$ cat config.mk
export PLATFORM = sky130hd
export DESIGN_NAME = csx_exec
export DESIGN_NICKNAME = d
export VERILOG_FILES = /design/src/rtl/csx_pkg.sv /design/src/rtl/csx_round.sv /design/src/rtl/csx_exec.sv
export SDC_FILE = /design/constraint.sdc
export NUM_CORES = 1
export LEC_CHECK = 0
export ABC_AREA = 0
export BUFFER_PORTS_ARGS = -buffer_cell sky130_fd_sc_hd__buf_2
export CAP_MARGIN = 20
export CORE_UTILIZATION = 51
export CTS_BUF_LIST = sky130_fd_sc_hd__clkbuf_16
export CTS_CLUSTER_SIZE = 8
export DETAILED_ROUTE_END_ITERATION = 8
export PLACE_DENSITY = 0.82
export SYNTH_ARGS = -nofsm -noshare
export SYNTH_HDL_FRONTEND = slang
export SYNTH_SLANG_ARGS = --single-unit
$ cat constraint.sdc
create_clock -name mclk -period 2.7 [get_ports mclk]
set_input_delay 0.54 -clock mclk [delete_from_list [all_inputs] [get_ports mclk]]
set_output_delay 0.54 -clock mclk [all_outputs]
set_load 0.01 [all_outputs]
$ cat src/rtl/csx_pkg.sv
// package for the stack/logic/round execution slice
// assumes a single processor clock domain and a 32-bit word data memory
package csx_pkg;
	localparam int WORD_W = 32;
	localparam int EXT_W = 40;
	localparam int ADDR_W = 24;
	localparam int REG_IDX_W = 5;
	localparam int EXT_IDX_W = 3;
	localparam int NUM_EXT_REGS = 8;
	localparam logic [ADDR_W-1:0] STACK_PTR_RESET = 24'h000000;
	localparam logic [ADDR_W-1:0] PC_RESET = 24'h000000;
	localparam int STATUS_IRQ_EN_BIT = 13;
	// extended format: exponent [39:32], sign [31], fraction [30:0]
	localparam int EXP_MSB = 39;
	localparam int EXP_LSB = 32;
	localparam int MANT_MSB = 31;
	// single precision keeps the top 24 bits of the signed mantissa
	localparam int ROUND_CUT = 8;
	localparam logic [7:0] EXP_MAX = 8'h7f;

	typedef enum logic [3:0] {
		CSX_OP_NONE = 4'h0,
		CSX_OP_OR2 = 4'h1,
		CSX_OP_OR_THREE = 4'h2,
		CSX_OP_POP = 4'h3,
		CSX_OP_POP_FLOAT = 4'h4,
		CSX_OP_PUSH = 4'h5,
		CSX_OP_PUSH_FLOAT = 4'h6,
		CSX_OP_RET_IRQ = 4'h7,
		CSX_OP_RET_SUB = 4'h8,
		CSX_OP_ROUND = 4'h9
	} csx_op_t;

	typedef struct packed {
		csx_op_t op;
		logic [REG_IDX_W-1:0] dst;
		logic [EXT_W-1:0] first_source_operand;
		logic [EXT_W-1:0] second_source_operand;
		logic has_cond;
		logic cond_true;
	} csx_instr_t;

	typedef struct packed {
		logic wr;
		logic is_float;
		logic [REG_IDX_W-1:0] idx;
		logic [EXT_W-1:0] data;
	} csx_regwr_t;

	typedef struct packed {
		logic req;
		logic wr;
		logic [ADDR_W-1:0] addr;
		logic [WORD_W-1:0] wdata;
	} csx_mem_t;
endpackage : csx_pkg

$ cat src/rtl/csx_round.sv
// round of an extended-precision value to single precision
// assumes operands in the extended format of csx_pkg
`timescale 1ns/1ps
`default_nettype none
module csx_round (
	input wire logic [csx_pkg::EXT_W-1:0] value_in,
	output logic [csx_pkg::EXT_W-1:0] value_out
);
	wire [7:0] exp_in = value_in[csx_pkg::EXP_MSB:csx_pkg::EXP_LSB];
	wire [31:0] mant_in = value_in[csx_pkg::MANT_MSB:0];
	wire [32:0] mant_sum = {mant_in[31], mant_in} + 33'h000000080;
	// overflow of the positive mantissa renormalises by one exponent step
	wire mant_ovf = ~mant_in[31] & mant_sum[31];
	wire exp_sat = mant_ovf & (exp_in == csx_pkg::EXP_MAX);
	wire [7:0] exp_out = mant_ovf ? exp_in + 8'h01 : exp_in;
	wire [31:0] mant_shift = {1'b0, mant_sum[31:1]};
	wire [31:0] mant_pick = mant_ovf ? mant_shift : mant_sum[31:0];
	wire [31:0] mant_out = exp_sat ? 32'h7fffff00 : {mant_pick[31:csx_pkg::ROUND_CUT], 8'h00};
	assign value_out = {exp_sat ? csx_pkg::EXP_MAX : exp_out, mant_out};
endmodule : csx_round
`default_nettype wire

$ cat src/rtl/csx_exec.sv
// execution unit for or, push/pop, returns and round
// assumes a data memory that answers a read with mem_rvalid one or more cycles later
// Functional notes
// - two-operand or merges destination and source, result to destination
// - three-operand or merges both sources into destination, sources untouched
// - integer pop reads word at stack pointer into destination register
// - floating pop loads top-of-stack word into an extended register as float
// - integer push increments stack pointer then stores source register
// - floating push increments stack pointer then stores extended register
// - taken interrupt return loads pc from stack and sets interrupt enable
// - taken subroutine return loads pc from stack, else next instruction
// - round source to nearest single precision into extended register
// - extended register operands limited to registers zero through seven
`timescale 1ns/1ps
`default_nettype none
module csx_exec (
	input wire logic mclk,
	input wire logic rst_n,
	input wire logic instr_valid,
	input wire csx_pkg::csx_instr_t instr,
	output logic instr_ready,
	output csx_pkg::csx_regwr_t reg_wr,
	output csx_pkg::csx_mem_t mem,
	input wire logic mem_rvalid,
	input wire logic [csx_pkg::WORD_W-1:0] mem_rdata,
	output logic [csx_pkg::ADDR_W-1:0] stack_pointer,
	output logic [csx_pkg::ADDR_W-1:0] pc,
	output logic pc_load,
	output logic global_irq_enable_bit,
	output logic illegal_reg
);
	// ****************************************
	// decode
	// ****************************************
	typedef enum logic [1:0] {
		CSX_IDLE = 2'b00,
		CSX_READ = 2'b01
	} csx_state_t;

	csx_state_t state;
	csx_pkg::csx_op_t pend_op;
	logic [csx_pkg::REG_IDX_W-1:0] pend_dst;

	function automatic logic ext_ok(input logic [csx_pkg::REG_IDX_W-1:0] idx);
		ext_ok = idx < csx_pkg::REG_IDX_W'(csx_pkg::NUM_EXT_REGS);
	endfunction : ext_ok

	wire csx_pkg::csx_op_t op = instr.op;
	wire is_ext_op = (op == csx_pkg::CSX_OP_POP_FLOAT) || (op == csx_pkg::CSX_OP_PUSH_FLOAT) ||
		(op == csx_pkg::CSX_OP_ROUND);
	wire bad_ext = is_ext_op & ~ext_ok(instr.dst);
	wire taken = ~instr.has_cond | instr.cond_true;
	wire is_ret = (op == csx_pkg::CSX_OP_RET_IRQ) || (op == csx_pkg::CSX_OP_RET_SUB);
	wire is_pop = (op == csx_pkg::CSX_OP_POP) || (op == csx_pkg::CSX_OP_POP_FLOAT);
	wire is_push = (op == csx_pkg::CSX_OP_PUSH) || (op == csx_pkg::CSX_OP_PUSH_FLOAT);
	wire fire = instr_valid && state == CSX_IDLE;
	wire start_read = fire & ~bad_ext & (is_pop | (is_ret & taken));
	wire do_push = fire & ~bad_ext & is_push;
	wire done_read = state == CSX_READ && mem_rvalid;
	wire [csx_pkg::ADDR_W-1:0] stack_ptr_inc = stack_pointer + 24'h000001;
	wire [csx_pkg::ADDR_W-1:0] stack_ptr_dec = stack_pointer - 24'h000001;
	wire [csx_pkg::EXT_W-1:0] rounded_val;
	wire [csx_pkg::EXT_W-1:0] or2_val = instr.second_source_operand | instr.first_source_operand;
	wire [csx_pkg::EXT_W-1:0] or3_val = instr.first_source_operand | instr.second_source_operand;

	assign instr_ready = state == CSX_IDLE;

	csx_round u_round (
		.value_in(instr.first_source_operand),
		.value_out(rounded_val)
	);

	// ****************************************
	// register write-back selection
	// ****************************************
	csx_pkg::csx_regwr_t next_reg_wr;
	always_comb begin
		next_reg_wr = '0;
		if (done_read && (pend_op == csx_pkg::CSX_OP_POP)) begin
			next_reg_wr.wr = 1'b1;
			next_reg_wr.idx = pend_dst;
			next_reg_wr.data = {8'h00, mem_rdata};
		end else if (done_read && (pend_op == csx_pkg::CSX_OP_POP_FLOAT)) begin
			next_reg_wr.wr = 1'b1;
			next_reg_wr.is_float = 1'b1;
			next_reg_wr.idx = pend_dst;
			// stack word holds exponent in the top byte, mantissa low bits cleared
			next_reg_wr.data = {mem_rdata[31:24], mem_rdata[23:0], 8'h00};
		end else if (fire && op == csx_pkg::CSX_OP_OR2) begin
			next_reg_wr.wr = 1'b1;
			next_reg_wr.idx = instr.dst;
			next_reg_wr.data = {8'h00, or2_val[31:0]};
		end else if (fire && op == csx_pkg::CSX_OP_OR_THREE) begin
			next_reg_wr.wr = 1'b1;
			next_reg_wr.idx = instr.dst;
			next_reg_wr.data = {8'h00, or3_val[31:0]};
		end else if (fire && op == csx_pkg::CSX_OP_ROUND && !bad_ext) begin
			next_reg_wr.wr = 1'b1;
			next_reg_wr.is_float = 1'b1;
			next_reg_wr.idx = instr.dst;
			next_reg_wr.data = rounded_val;
		end
	end

	// ****************************************
	// memory request
	// ****************************************
	csx_pkg::csx_mem_t next_mem;
	always_comb begin
		next_mem = '0;
		if (do_push) begin
			next_mem.req = 1'b1;
			next_mem.wr = 1'b1;
			next_mem.addr = stack_ptr_inc;
			// floating push keeps exponent and upper mantissa only
			next_mem.wdata = (op == csx_pkg::CSX_OP_PUSH_FLOAT) ?
				{instr.first_source_operand[39:32], instr.first_source_operand[31:8]} :
				instr.first_source_operand[31:0];
		end else if (start_read) begin
			next_mem.req = 1'b1;
			next_mem.addr = stack_pointer;
		end
	end

	// ****************************************
	// state
	// ****************************************
	always_ff @(posedge mclk or negedge rst_n) begin
		if (!rst_n) begin
			state <= CSX_IDLE;
			pend_op <= csx_pkg::CSX_OP_NONE;
			pend_dst <= '0;
		end else if (start_read) begin
			state <= CSX_READ;
			pend_op <= op;
			pend_dst <= instr.dst;
		end else if (done_read) begin
			state <= CSX_IDLE;
		end
	end

	always_ff @(posedge mclk or negedge rst_n) begin
		if (!rst_n) begin
			stack_pointer <= csx_pkg::STACK_PTR_RESET;
		end else if (do_push) begin
			stack_pointer <= stack_ptr_inc;
		end else if (done_read) begin
			stack_pointer <= stack_ptr_dec;
		end
	end

	always_ff @(posedge mclk or negedge rst_n) begin
		if (!rst_n) begin
			reg_wr <= '0;
			mem <= '0;
			illegal_reg <= 1'b0;
		end else begin
			reg_wr <= next_reg_wr;
			mem <= next_mem;
			illegal_reg <= fire & bad_ext;
		end
	end

	// ****************************************
	// return handling
	// ****************************************
	wire ret_done = done_read && (pend_op == csx_pkg::CSX_OP_RET_IRQ || pend_op == csx_pkg::CSX_OP_RET_SUB);
	always_ff @(posedge mclk or negedge rst_n) begin
		if (!rst_n) begin
			pc <= csx_pkg::PC_RESET;
			pc_load <= 1'b0;
			global_irq_enable_bit <= 1'b0;
		end else begin
			pc_load <= ret_done;
			if (ret_done) begin
				pc <= mem_rdata[csx_pkg::ADDR_W-1:0];
			end
			if (done_read && pend_op == csx_pkg::CSX_OP_RET_IRQ) begin
				global_irq_enable_bit <= 1'b1;
			end
		end
	end
endmodule : csx_exec
`default_nettype wire

Yosys cells after proc, flatten, opt, wreduce, memory -nomap -nowiden. Cells that the tools add are included.

Register bits: 167. Bits of input ports: 127. Word-level logic and storage cells: 97.

Add/subtract/negate cells: 4. Order comparisons: 1. Eq/ne operators: 15. Mux-type cells: 26. Bitwise gates (word level): 15. Reductions and logical operators: 20.

Operators by type and width (number): 45-bit 2-to-1 mux (3); 32-bit 2-to-1 mux (4); 24-bit 2-to-1 mux (4); 47-bit 2-to-1 mux (2); 32-bit by 9-bit adder with 32-bit output (second input constant) (1); 32-bit OR (1); 24-bit by 1-bit adder with 24-bit output (second input constant) (1); 4-bit by 3-bit == test with 1-bit output (second input constant) (6); 24-bit by 1-bit subtractor with 24-bit output (second input constant) (1); 8-bit 2-to-1 mux (2); 4-bit by 2-bit == test with 1-bit output (second input constant) (3); 4-bit == test (second input constant) (3); 1-bit logical AND (10); 1-bit 2-to-1 mux (9); 8-bit by 1-bit adder with 8-bit output (second input constant) (1); 1-bit AND (8); 8-bit by 7-bit == test with 1-bit output (second input constant) (1); 1-bit logical OR (6); 5-bit by 4-bit < comparator with 1-bit output (second input constant) (1); 4-bit by 1-bit == test with 1-bit output (second input constant) (1); 2-bit 2-to-1 mux (2); 1-bit NOT (4); 2-bit nonzero test (2); 2-bit by 1-bit == test with 1-bit output (second input constant) (1); other kinds (3) (4).

Depth between registers and ports, before layout. Gate-level depths: netlist (run 1).

Depth after elaboration: 11. Mapped depth: 13. Gate-level depth less buffers: 10.

Hierarchy. From an unflattened synthesis (run 1), not the netlist that was laid out.

Cells, all modules: 866. Area total of the unflattened synthesis: 8408.1 um^2.

By module, submodules not included: csx_exec (instances 1, cells an instance 725, area an instance 7387.1 um^2); csx_round (instances 1, cells an instance 141, area an instance 1021.0 um^2).

Least setup slack after synthesis (run 1). Ideal clock, no wire load.

Path kind: in2reg. From: input instr[49] (netlist bit). To: register reg_wr[14] (netlist bit). Setup time: 0.126 ns. Arrival time: 2.901 ns. Slack: -0.327 ns. Stages on the path: 11. Buffers on the path: 2. Cell sequence: ha_1 nand4_1 clkbuf_1 nor4_1 and3_1 ha_1 clkbuf_1 o21ai_0 a221oi_1 a31oi_1 a221o_1.

RTL lines: from (decl) (line csx_exec.sv:20) `input wire csx_pkg::csx_instr_t instr,`; to (signal assigned) (line csx_exec.sv:158) `reg_wr <= next_reg_wr;`; to (decl) (line csx_exec.sv:22) `output csx_pkg::csx_regwr_t reg_wr,`.

==> results.txt, run 1 <==
* Relative contribution of combinational cells to total power: 0.242
* Count of synthesis-stage warnings from yosys: 0
* Post-placement setup slack: -0.0866 ns
- Post-CTS timing repair inserted 0 buffers for setup.
* Fin nets: 1349
- Total leakage power: 5.75 nW
- Summed over all nets, the half-perimeter wirelength after detailed placement is 21700 microns.
* Max Fclk: 0.419 GHz
- Startpoint of the worst register-to-register path: stack_pointer[0]
- Worst Path Class, Setup: primary input to register
- Clock tree from TritonCTS: built
- Mean instance size in the synthesized netlist: 9.29 sq um
- Summed over all layers, the global routing overflow is 0.
* Total of buffers placed on input and output ports: 275
- Unrepaired setup endpoints after global routing: no
- Min cycle time layout: 2.39 ns
- Reg2Reg Capture Point: stack_pointer[22]
* Detailed-route wire length: 29200 microns
- DRC marker count from the first detailed-route iteration: 874
- The via count of the first global-routing pass came to 8312.
- Maximum vdd drop: 478 uV
- Critical path's largest stage delay: 0.34 ns
- Worst slack on hold paths: 0.0272 ns
- The slowest stage of the critical path belongs to the cell a311o_1.
- The min-delay analysis places its worst path in the category primary input to async pin.
* Avg Vias per Cell: 6.00
- The floorplan step defined a core boundary enclosing 16500 sq um.
- Reg-to-reg setup timing slack: 0.48 ns
- Entering global routing, the biggest net connects 52 pins.
- Number of antenna violations at the first check in global routing: 5
* Critical Path AT: 2.74 ns
- Gates resized during post-CTS repair numbered 0.
- Of the total power, the share spent switching nets is 0.328.
* Post-synth EDFFs: 0
- Summed over all nets, the switching power comes to 2.36 mW.
* Area overhead of the layout relative to synthesis: 28.9%
- Dominant register cell in the synthesized netlist: dfrtp_1
- Longest Clk Path Bufs: 2
- Critical path startpoint: instr[49]
- At the later pin of the worst-skew pair, clock insertion delay measures 0.43 ns.
- The share of the Yosys chip area taken by registers is 0.482.
- Root buf cell: clkbuf_16
- Clock H-tree levels: 4
* Crit. End Element: register
* Wire length per cell after detailed routing: 20.1 microns
- Post-route cell area: 11100 sq um
- Required time of the worst setup path: 3.05 ns
* Final slew viol count: 0
- Die Footprint: 17400 sq um
- The first global-routing pass estimated 45200 microns of wire.
- Synthesis-stage register bit count: 166
* CP endpoint: reg_wr[21]
* Die X-Extent: 132 microns
- Net count of the mapped netlist: 1062
- Max-cap violations: 0
* Die Span Y: 132 microns
* Post-Route Skew: 0.00839 ns
- Number of buffers created by CTS: 17
* Clock network power share: 0.309
* Worst-path maximum fanout: 12
* Final setup vio count: 0
- Path depth of the worst reg2reg path: 6
* Sequential share of power: 0.449
- The signal on the critical path passes through buf_2, ha_1, nand4_1, nor4_4, and3_1, ha_1, buf_4, nor2_1, mux2_2, a311o_1, a31oi_1.
* DRC violations left: 0
- The internal portion of the total power is 4.84 mW.
- For this design, the CTS-stage hold fixing added 0 buffers.
- Fraction of final layout cells with drive strength greater than 1: 0.344
- Post-placement cell area: 10600 sq um
- Final RePlAce weighted congestion: 0.960
- Of the post-synthesis cell area, the dominant cell type holds 0.482.
* Largest registers: mem: 58 flops, reg_wr: 47 flops
- Library cells used by synthesis: 65
- In the post-synthesis netlist, the biggest area contributors are dfrtp_1, nand2_1, mux2_2.
- Register containing the most flip-flops in the final layout: mem
- The synthesized design spends more area on one cell type than any other, namely dfrtp_1.
* Least setup slack across all paths after layout: 0.315 ns
* Number of clock sinks seen by CTS: 166
- Final count of hold timing violations: 0
- Across every metal layer, demand over resource in global routing totals 0.338.
* ANT nets after route: 0
- The register with the most flip-flops in the layout has 58 of them.
- Status: completed
- For this design the top-level I/O count stands at 284.
* Final clock period utilization by the worst path: 0.884
- The cell that appears most often on the critical path is ha_1.
- Kind of launch point of the worst setup path: primary input
- Cell with the most instances after synthesis: dfrtp_1
- P per Cell Area: 648 nW/um^2
- Synthesis handed over a netlist of 928 instances.
- For the pin with the worst max-slew slack, the measured transition is 0.637 ns.
* Rel. slew slack: 0.575
- Syn Std Cell Area: 8620 sq um
- DR pass1 iterations: 5
- The initial utilization of the core area, before any placement, comes to 0.522.
- The floorplan has 47 rows.
- Setup_tns: 0 ns
- Summing over every cut layer, the via total after detailed routing is 8706.
* Fraction of registers with async set/reset: 1.00
- Clock transition at the registers of the reported paths: 0.07 ns
- Sorting the synthesized cells by how often they occur yields dfrtp_1, nand2_1, o21ai_0.
-- power by group through the flow --
stage	clock (mW)	sequential, mW	combinational [mW]
CTS	2.25	3.23	1.74
detailed placement	0	3.27	1.73
global route	2.36	3.29	1.88
finish	2.22	3.23	1.74
floorplan	0	3.31	0.888
global placement	0	3.24	1.69
-- critical path, delay by kind of cell --
| kind | cells | cell delay, ns |
|---|---|---|
| compound gates | 2 | 0.52 |
| fa+ha+maj | 2 | 0.41 |
| buf+inv | 2 | 0.28 |
| mux | 1 | 0.26 |
| simple gates | 4 | 0.72 |
-- worst min path at each step --
stage | from | endpoint | slack (ns)
global placement | global_irq_enable_bit | global_irq_enable_bit | 0.46
CTS | rst_n | pc[19] | 0.03
finish | rst_n | reg_wr[27] | 0.03
global route | rst_n | pc[19] | 0.04
floorplan | rst_n | global_irq_enable_bit | 0.24
detailed placement | global_irq_enable_bit | global_irq_enable_bit | 0.46
-- routing by layer --
layer  track usage  routed length, microns
met5             0                      34
met3        0.0807                    2640
met1         0.425                   11300
met2         0.554                   14000
met4         0.151                    1200
-- logic make-up after synthesis --
logic type / synth area share
muxes: 0.0537
DFF: 0.482
AOI/OAI and AO/OA: 0.169
xor gates and xnor gates: 0.0376
and+or+nand+nor: 0.206
buffers and inverters: 0.0413
adders and majority gates: 0.0102
-- layout by cell type (no fill, tap or decap), types with 4 or more instances in the layout --
master        n
xnor2_1      17
and2_1        8
nand2_1     152
mux2_2       34
xor2_1       20
a2bb2oi_1     5
inv_1        18
nor4_1        6
ha_1          7
clkinvlp_4    6
and4_1        6
a21o_1        6
o22ai_1      18
nand4_1      16
a22oi_1       5
nand3_1      35
o31ai_1      10
a22o_1       12
nor2_1       48
diode_2       4
dfrtp_1     166
and3_1       16
or4_1         6
a31oi_1      18
o21ai_0      59
mux2i_1       8
or3_1        11
buf_4        60
clkbuf_16    17
o32ai_1      11
o21a_1        7
nor2b_1       4
a221oi_1      7
nor3_1       29
a21oi_1      44
buf_12        5
buf_2       274
-- area by class of cell --
class                           count  area [sq um]
Inverter                           17          63.8
Sequential cell                   166          4150
Tap cell                          220           275
Clock inverter                     15           109
Fill cell                        1328          5410
Multi-Input combinational cell    673          4140
Clock buffer                       17           425
Antenna cell                        4          10.0
Timing Repair Buffer              340          1930
-- through the flow --
| step | util | std cells | power, mW |
|---|---|---|---|
| 2_1_floorplan | - | 928 | 4.20 |
| 3_3_place_gp | 0.640 | 1416 | 4.93 |
| 3_5_place_dp | 0.640 | 1416 | 4.99 |
| 4_1_cts | 0.672 | 1448 | 7.21 |
| 5_1_grt | 0.672 | 1449 | 7.53 |
| 6_report | 0.673 | 1452 | 7.20 |
Power figures use the tool's default switching activity.
==> run 2: changes to the inputs <==
--- a/config.mk
+++ b/config.mk
@@ -8,6 +8,7 @@
 export ABC_AREA = 0
 export BUFFER_PORTS_ARGS = -buffer_cell sky130_fd_sc_hd__buf_2
 export CAP_MARGIN = 20
+export CORE_ASPECT_RATIO = 1.25
 export CORE_UTILIZATION = 51
 export CTS_BUF_LIST = sky130_fd_sc_hd__clkbuf_16
 export CTS_CLUSTER_SIZE = 8
==> run 2 against run 1 <==
Against the previous run:
- register-to-register slack got worse by 0.05 ns
- design area about the same
- clock-buffer cell count did not move
- wire length fell by 1.6%
- fmax rose by 3.9%
- sequential share of layout area barely moved
- critical path depth stayed put
==> results.txt, run 2 (synthesized netlist as in run 1, its figures left out) <==
- The worst setup path is of the primary input to register kind.
* Unrepaired setup endpoints after global routing: no
- Clock latency on the worst-skew pair: 0.43 ns (about the same)
- Total half-perimeter wirelength after legalization and detailed placement: 21200 microns (-2.0%)
- Fraction of final layout cells with drive strength greater than 1: 0.342 (-0.00240)
- The combinational group share of total power came to 0.239 (-0.003).
* Post-CTS Hold Fix Bufs: 0 (unchanged)
- The library cell used most frequently in the layout, excluding fill and tap cells, is buf_2.
- The largest registers in the layout are mem: 58 flops, reg_wr: 47 flops.
- The H-tree depth reported by CTS was 4 (unchanged).
- The share of total power consumed by net switching was 0.324 (-0.00391).
- The number of buffers inserted by post-CTS setup repair is 0 (unchanged).
- Worst-path maximum fanout: 8 (-4)
- The area of the placeable core came to 16400 sq um (-0.78%).
- The total iterations of the first detailed-routing run is 5 (unchanged).
- Routed vias: 8665 (-0.47%)
* Internal: 5.05 mW (+4.4%)
* Post-placement cell area: 10500 sq um (-0.47%)
- The data arrival time of the critical path is 2.64 ns (-0.10 ns).
- The clock slew at the register clock pins of the worst setup and hold paths was 0.07 ns (about the same).
* Reg-to-reg setup timing slack: 0.43 ns (-0.05 ns)
* Rel. slew slack: 0.575 (about the same)
* Remaining global-route overflow: 0 (unchanged)
- The vias per cell came to 6.01 (+0.29%).
- The number of DRC markers after the initial detailed-route iteration is 697 (-20%).
* Die Footprint: 17400 sq um (about the same)
- The design area came to 11100 sq um (about the same).
- Register containing the most flip-flops in the final layout: mem
- First-pass GRT wire length: 44700 microns (-1.1%)
* Final slew viol count: 0 (unchanged)
- The total power per unit cell area is 672 nW/um^2 (+3.7%).
* Maximum vdd drop: 421 uV (-12%)
- The remaining design rule violation count is 0 (unchanged).
* Vias in the first global route: 8265 (-0.57%)
- Required time of the worst setup path: 3.05 ns (about the same)
- Kind of launch point of the worst setup path: primary input
- Clock tree from TritonCTS: built
* Min cycle time layout: 2.30 ns (-0.0899 ns)
* Reg2Reg Capture Point: stack_pointer[19]
- The area added between synthesis and finish was 28.9% (about the same).
- Critical path's most frequent cell: ha_1
* Die X-Extent: 118 microns (-10%)
- The transition time of the tightest slew-check pin is 0.632 ns (-0.00533 ns).
- Crit. End Element: register
* ANT nets after route: 0 (unchanged)
- The number of cell instances on the worst register-to-register path was 5 (-1).
- The power share of the sequential group is 0.430 (-0.019).
- The number of resized instances in the post-cts repair step is 0 (unchanged).
- The maximum single-stage delay on the critical path is 0.35 ns (about the same).
- Total leakage power: 5.74 nW (-0.18%)
* Final setup vio count: 0 (unchanged)
- The final core area utilization was 0.678 (+0.00567).
- # IOs: 284 (unchanged)
- The largest net degree at the start of global routing was 66 (+27%).
- Startpoint of the worst register-to-register path: stack_pointer[4]
- The number of hold violations in the final report is 0 (unchanged).
- Among all stages on the critical path, the largest delay is contributed by a311o_1.
* Final clock period utilization by the worst path: 0.850 (-0.0333)
* Global router's overall resource usage: 0.332 (-0.00578)
* Detailed-route wire length: 28700 microns (-1.6%)
- The library cells used most frequently in the layout, excluding fill and tap cells, are buf_2, dfrtp_1, nand2_1, o21ai_0, buf_4.
- Worst hold-check path type: primary input to async pin
* Cell breakdown of the critical path: buf_2, ha_1, nand4_1, nor4_4, and3_1, ha_1, buf_4, nor2_1, mux2_2, a311o_1, a31oi_1
- The clock share of power is 0.331 (+0.022).
* Number of rows created at floorplan: 52 (+11%)
- Fin nets: 1343 (-0.44%)
- The number of antenna violations at the first check in global routing came to 2 (-3).
- The number of clock sinks was 166 (unchanged).
- Largest register FFs: 58 (unchanged)
- Final RePlAce weighted congestion: 0.953 (-0.68%)
* Die Span Y: 147 microns (+12%)
- The count of max-cap constraint violations is 0 (unchanged).
* Net Sw Power: 2.42 mW (+2.5%)
- The tree is rooted in a clkbuf_16.
- The run finished with clean final reports.
- The worst-case hold slack was 0.0639 ns (+0.0367 ns).
- Wire length per cell after detailed routing: 19.9 microns (-0.87%)
- The number of buffer cells added on primary ports came to 275 (unchanged).
- The number of CTS-inserted buffers was 17 (unchanged).
* Initial core utilization: 0.526 (+0.00410)
- Post-Route Skew: 0.0126 ns (+0.00423 ns)
* Max Fclk: 0.436 GHz (+3.9%)
- Longest Clk Path Bufs: 2 (unchanged)
==> run 2: cell types whose count changed in the layout (fill, tap and decap cells not counted) <==
cell        previous run  this run
clkinv_2               2         0
inv_1                 18        16
clkinv_1               1         2
inv_8                  1         2
clkinvlp_4             6         5
bufinv_16              0         2
buf_4                 60        54
diode_2                4         3
inv_6                  3         4
==> run 2: critical path, delay by kind of cell <==
kind	cells	cell delay, ns
multiplexers	1	0.26
buffers and inverters	2	0.27
adder cells (fa/ha/maj)	2	0.34
AND/OR/NAND/NOR	4	0.71
AO/OA/AOI/OAI	2	0.53
==> run 2: how the worst max path moves through the flow <==
stage | from | endpoint | slack [ns] | cells after the start
2_1_floorplan | instr[49] | reg_wr[21] | 0.009 | 11
3_3_place_gp | instr[50] | reg_wr[21] | -0.01 | 11
3_5_place_dp | instr[50] | reg_wr[21] | -0.02 | 11
4_1_cts | instr[50] | reg_wr[21] | 0.42 | 11
5_1_grt | stack_pointer[4] | stack_pointer[15] | 0.29 | 5
6_report | instr[50] | reg_wr[21] | 0.40 | 11
==> run 2: power groups by stage <==
stage | combinational [mW] | sequential [mW] | clock, mW
after floorplan | 0.888 | 3.31 | 0
after global placement | 1.73 | 3.23 | 0
after detailed placement | 1.77 | 3.25 | 0
after CTS | 1.78 | 3.21 | 2.49
after global routing | 1.92 | 3.26 | 2.59
final | 1.78 | 3.21 | 2.47
==> run 2: metrics by stage <==
| stage | total power [mW] | worst slack (ns) | instances | setup TNS [ns] |
|---|---|---|---|---|
| after floorplan | 4.20 | 0.00925 | 928 | 0 |
| after global placement | 4.95 | -0.0114 | 1406 | -0.0114 |
| after detailed placement | 5.02 | -0.0166 | 1406 | -0.0292 |
| after CTS | 7.48 | 0.417 | 1438 | 0 |
| after global routing | 7.78 | 0.286 | 1440 | 0 |
| final | 7.47 | 0.404 | 1441 | 0 |
==> run 2: layer usage <==
metal	part of all wire	GRT usage	up-vias
met4	0.040	0.151	0
met5	0	0	-
met1	0.37	0.405	4116
met2	0.50	0.570	553
met3	0.095	0.0640	95
li1	-	-	3901
==> run 2: final cells by class <==
| class | count | area (sq um) |
|---|---|---|
| Timing Repair Buffer | 334 | 1890 |
| Multi-Input combinational cell | 673 | 4140 |
| Clock inverter | 15 | 168 |
| Tap cell | 216 | 270 |
| Fill cell | 1316 | 5280 |
| Clock buffer | 17 | 425 |
| Sequential cell | 166 | 4150 |
| Antenna cell | 3 | 7.51 |
| Inverter | 17 | 63.8 |
==> run 3: changes to the inputs <==
--- a/config.mk
+++ b/config.mk
@@ -9,11 +9,11 @@
 export BUFFER_PORTS_ARGS = -buffer_cell sky130_fd_sc_hd__buf_2
 export CAP_MARGIN = 20
 export CORE_ASPECT_RATIO = 1.25
-export CORE_UTILIZATION = 51
+export CORE_UTILIZATION = 55
 export CTS_BUF_LIST = sky130_fd_sc_hd__clkbuf_16
 export CTS_CLUSTER_SIZE = 8
 export DETAILED_ROUTE_END_ITERATION = 8
-export PLACE_DENSITY = 0.82
+export PLACE_DENSITY = 0.88
 export SYNTH_ARGS = -nofsm -noshare
 export SYNTH_HDL_FRONTEND = slang
 export SYNTH_SLANG_ARGS = --single-unit
==> constraint.sdc (replaced) <==
create_clock -name mclk -period 2.9 [get_ports mclk]
set_input_delay 0.58 -clock mclk [delete_from_list [all_inputs] [get_ports mclk]]
set_output_delay 0.58 -clock mclk [all_outputs]
set_load 0.01 [all_outputs]
==> run 3 against run 2 <==
Against the previous run:
- design area decreased by 1.3%
- worst hold slack better by 0.11 ns
- register-to-register slack better by 0.07 ns
==> results.txt, run 3 (synthesized netlist as in run 1, its figures left out) <==
- The flow ran to the end, and the final reports show no timing, DRC or antenna violations.
- The vias per cell came to 6.13 (+2.0%).
* # IOs: 284 (unchanged)
- Total power: 6.77 mW (-9.4%)
* Setup_tns: 0 ns (unchanged)
- Min cycle time layout: 2.43 ns
- First-pass GRT wire length: 44700 microns (-0.11%)
* Critical Path AT: 2.77 ns (+0.13 ns)
- The smallest setup slack after layout came to 0.475 ns (+0.0703 ns).
* Clock latency on the worst-skew pair: 0.44 ns (about the same)
- Startpoint of the worst register-to-register path: stack_pointer[2]
- Final RePlAce weighted congestion: 0.956 (+0.30%)
* Reg-to-reg setup timing slack: 0.50 ns (+0.07 ns)
- Worst-path maximum fanout: 14 (+6)
- The residual antenna-violating net count after detailed routing came to 0 (unchanged).
- Final setup vio count: 0 (unchanged)
* DR pass1 iterations: 6 (+1)
- The number of buffers inserted by post-CTS setup repair was 0 (unchanged).
- Clock tree from TritonCTS: built
- The clock slew at the register clock pins of the worst setup and hold paths came to 0.06 ns (about the same).
- Crit. End Element: register
- The number of clock sinks is 166 (unchanged).
- The number of resized instances in the post-cts repair step came to 0 (unchanged).
- Longest Clk Path Bufs: 2 (unchanged)
- The count of hold buffers inserted by post-cts repair is 0 (unchanged).
* Path depth of the worst reg2reg path: 5 (unchanged)
* Most frequent cells in the layout: buf_2, dfrtp_1, nand2_1, o21ai_0, buf_4
- Total of buffers placed on input and output ports: 275 (unchanged)
- Initial core utilization: 0.570 (+0.0436)
- Wire length per cell after detailed routing: 20.2 microns (+1.5%)
- The aggregate global routing overflow is 0 (unchanged).
- Max-cap violations: 0 (unchanged)
- The path class of the tightest hold or removal check is primary input to async pin.
- Fraction of final layout cells with drive strength greater than 1: 0.335 (-0.00681)
* Number of antenna violations at the first check in global routing: 1 (-1)
* Rel. slew slack: 0.488 (-0.0866)
* P per Cell Area: 617 nW/um^2 (-8.2%)
* Largest register FFs: 58 (unchanged)
* Reg2Reg Capture Point: stack_pointer[15]
- The area of the placeable core is 15100 sq um (-7.7%).
- The area of the die is 16200 sq um (-7.2%).
- The transition time of the tightest slew-check pin is 0.761 ns (+0.129 ns).
- Unrepaired setup endpoints after global routing: no
* Critical path startpoint: instr[49]
- The number of CTS-inserted buffers is 17 (unchanged).
- The largest net degree at the start of global routing came to 73 (+11%).
- The overall via count from detail_route came to 8744 (+0.91%).
- The die height was 142 microns (-3.7%).
* Clock H-tree levels: 4 (unchanged)
* DRC marker count from the first detailed-route iteration: 907 (+30%)
* Max Fclk: 0.412 GHz
* Detailed-route wire length: 28900 microns (+0.46%)
- Vias in the first global route: 8264 (-0.012%)
- The pre-CTS setup slack was 0.0644 ns (+0.0810 ns).
* Root buf cell: clkbuf_16
- Total half-perimeter wirelength after legalization and detailed placement: 21100 microns (-0.45%)
- The clock tree skew after final layout is 0.0107 ns (-0.00190 ns).
- Worst Path Class, Setup: primary input to register
- The number of core rows came to 50 (-3.8%).
- The leakage power figure is 5.70 nW (-0.68%).
* Leading cell type in the layout, fill and taps excluded: buf_2
- Register containing the most flip-flops in the final layout: mem
- Final slew viol count: 0 (unchanged)
* Kind of launch point of the worst setup path: primary input
- The x dimension of the die came to 114 microns (-3.6%).
- The area growth from synthesis to layout is 27.3%.
* Required time of the worst setup path: 3.24 ns (+0.19 ns)
- Final count of hold timing violations: 0 (unchanged)
- The final layout net count came to 1338 (-0.37%).
* Final clock period utilization by the worst path: 0.836
- The global routing usage summed across all routing layers came to 0.365 (+0.0327).
* Largest registers: mem: 58 flops, reg_wr: 47 flops
* Filler instances: 1110 (-16%)
- Maximum vdd drop: 402 uV (-4.5%)
* DRC violations left: 0 (unchanged)
run 3: per-layer routing:
layer  routed length, microns  global-route usage  up-vias
li1                         -                   -     3893
met1                    10100               0.421     4110
met2                    14400               0.626      620
met3                     2930              0.0818      121
met4                     1500               0.202        0
met5                        0                   0        -
run 3: worst max-delay path: stages:
cell,delay (ns)
buf_2,0.10
ha_1,0.16
nand4_1,0.21
nor4_4,0.25
and3_1,0.23
ha_1,0.17
buf_4,0.19
nor2_1,0.06
mux2_2,0.26
a311o_1,0.35
a31oi_1,0.20
run 3: worst max-delay path by stage:
stage | endpoint | slack, ns | cells past startpoint
after floorplan | reg_wr[14] | 0.05 | 12
after global placement | reg_wr[21] | 0.11 | 11
after detailed placement | reg_wr[21] | 0.06 | 11
after CTS | reg_wr[21] | 0.50 | 11
after global routing | reg_wr[14] | 0.36 | 12
final | reg_wr[21] | 0.47 | 11
run 3: area by class of cell:
cell class,count,area [sq um],share of cell area
Clock buffer,17,425,0.0388
Clock inverter,15,114,0.0104
Multi-Input combinational cell,673,4140,0.378
Timing Repair Buffer,329,1810,0.165
Tap cell,208,260,0.0237
Sequential cell,166,4150,0.378
Antenna cell,1,2.50,0.000228
Inverter,17,63.8,0.00581
run 3: power breakdown:
part           total, mW  internal [mW]  switching, mW  leakage (nW)
Clock               2.11           1.17          0.945         0.270
Combinational       1.64          0.727          0.913          3.19
Sequential          3.02           2.68          0.345          2.24
run 3: per-stage QoR:
step                instances   util  hold WS [ns]  area [sq um]
finish                   1426  0.725         0.173         11000
floorplan                 928      -         0.284          8640
CTS                      1425  0.725         0.187         11000
detailed placement       1393  0.689         0.476         10400
global route             1426  0.725         0.210         11000
global placement         1393  0.689         0.457         10400
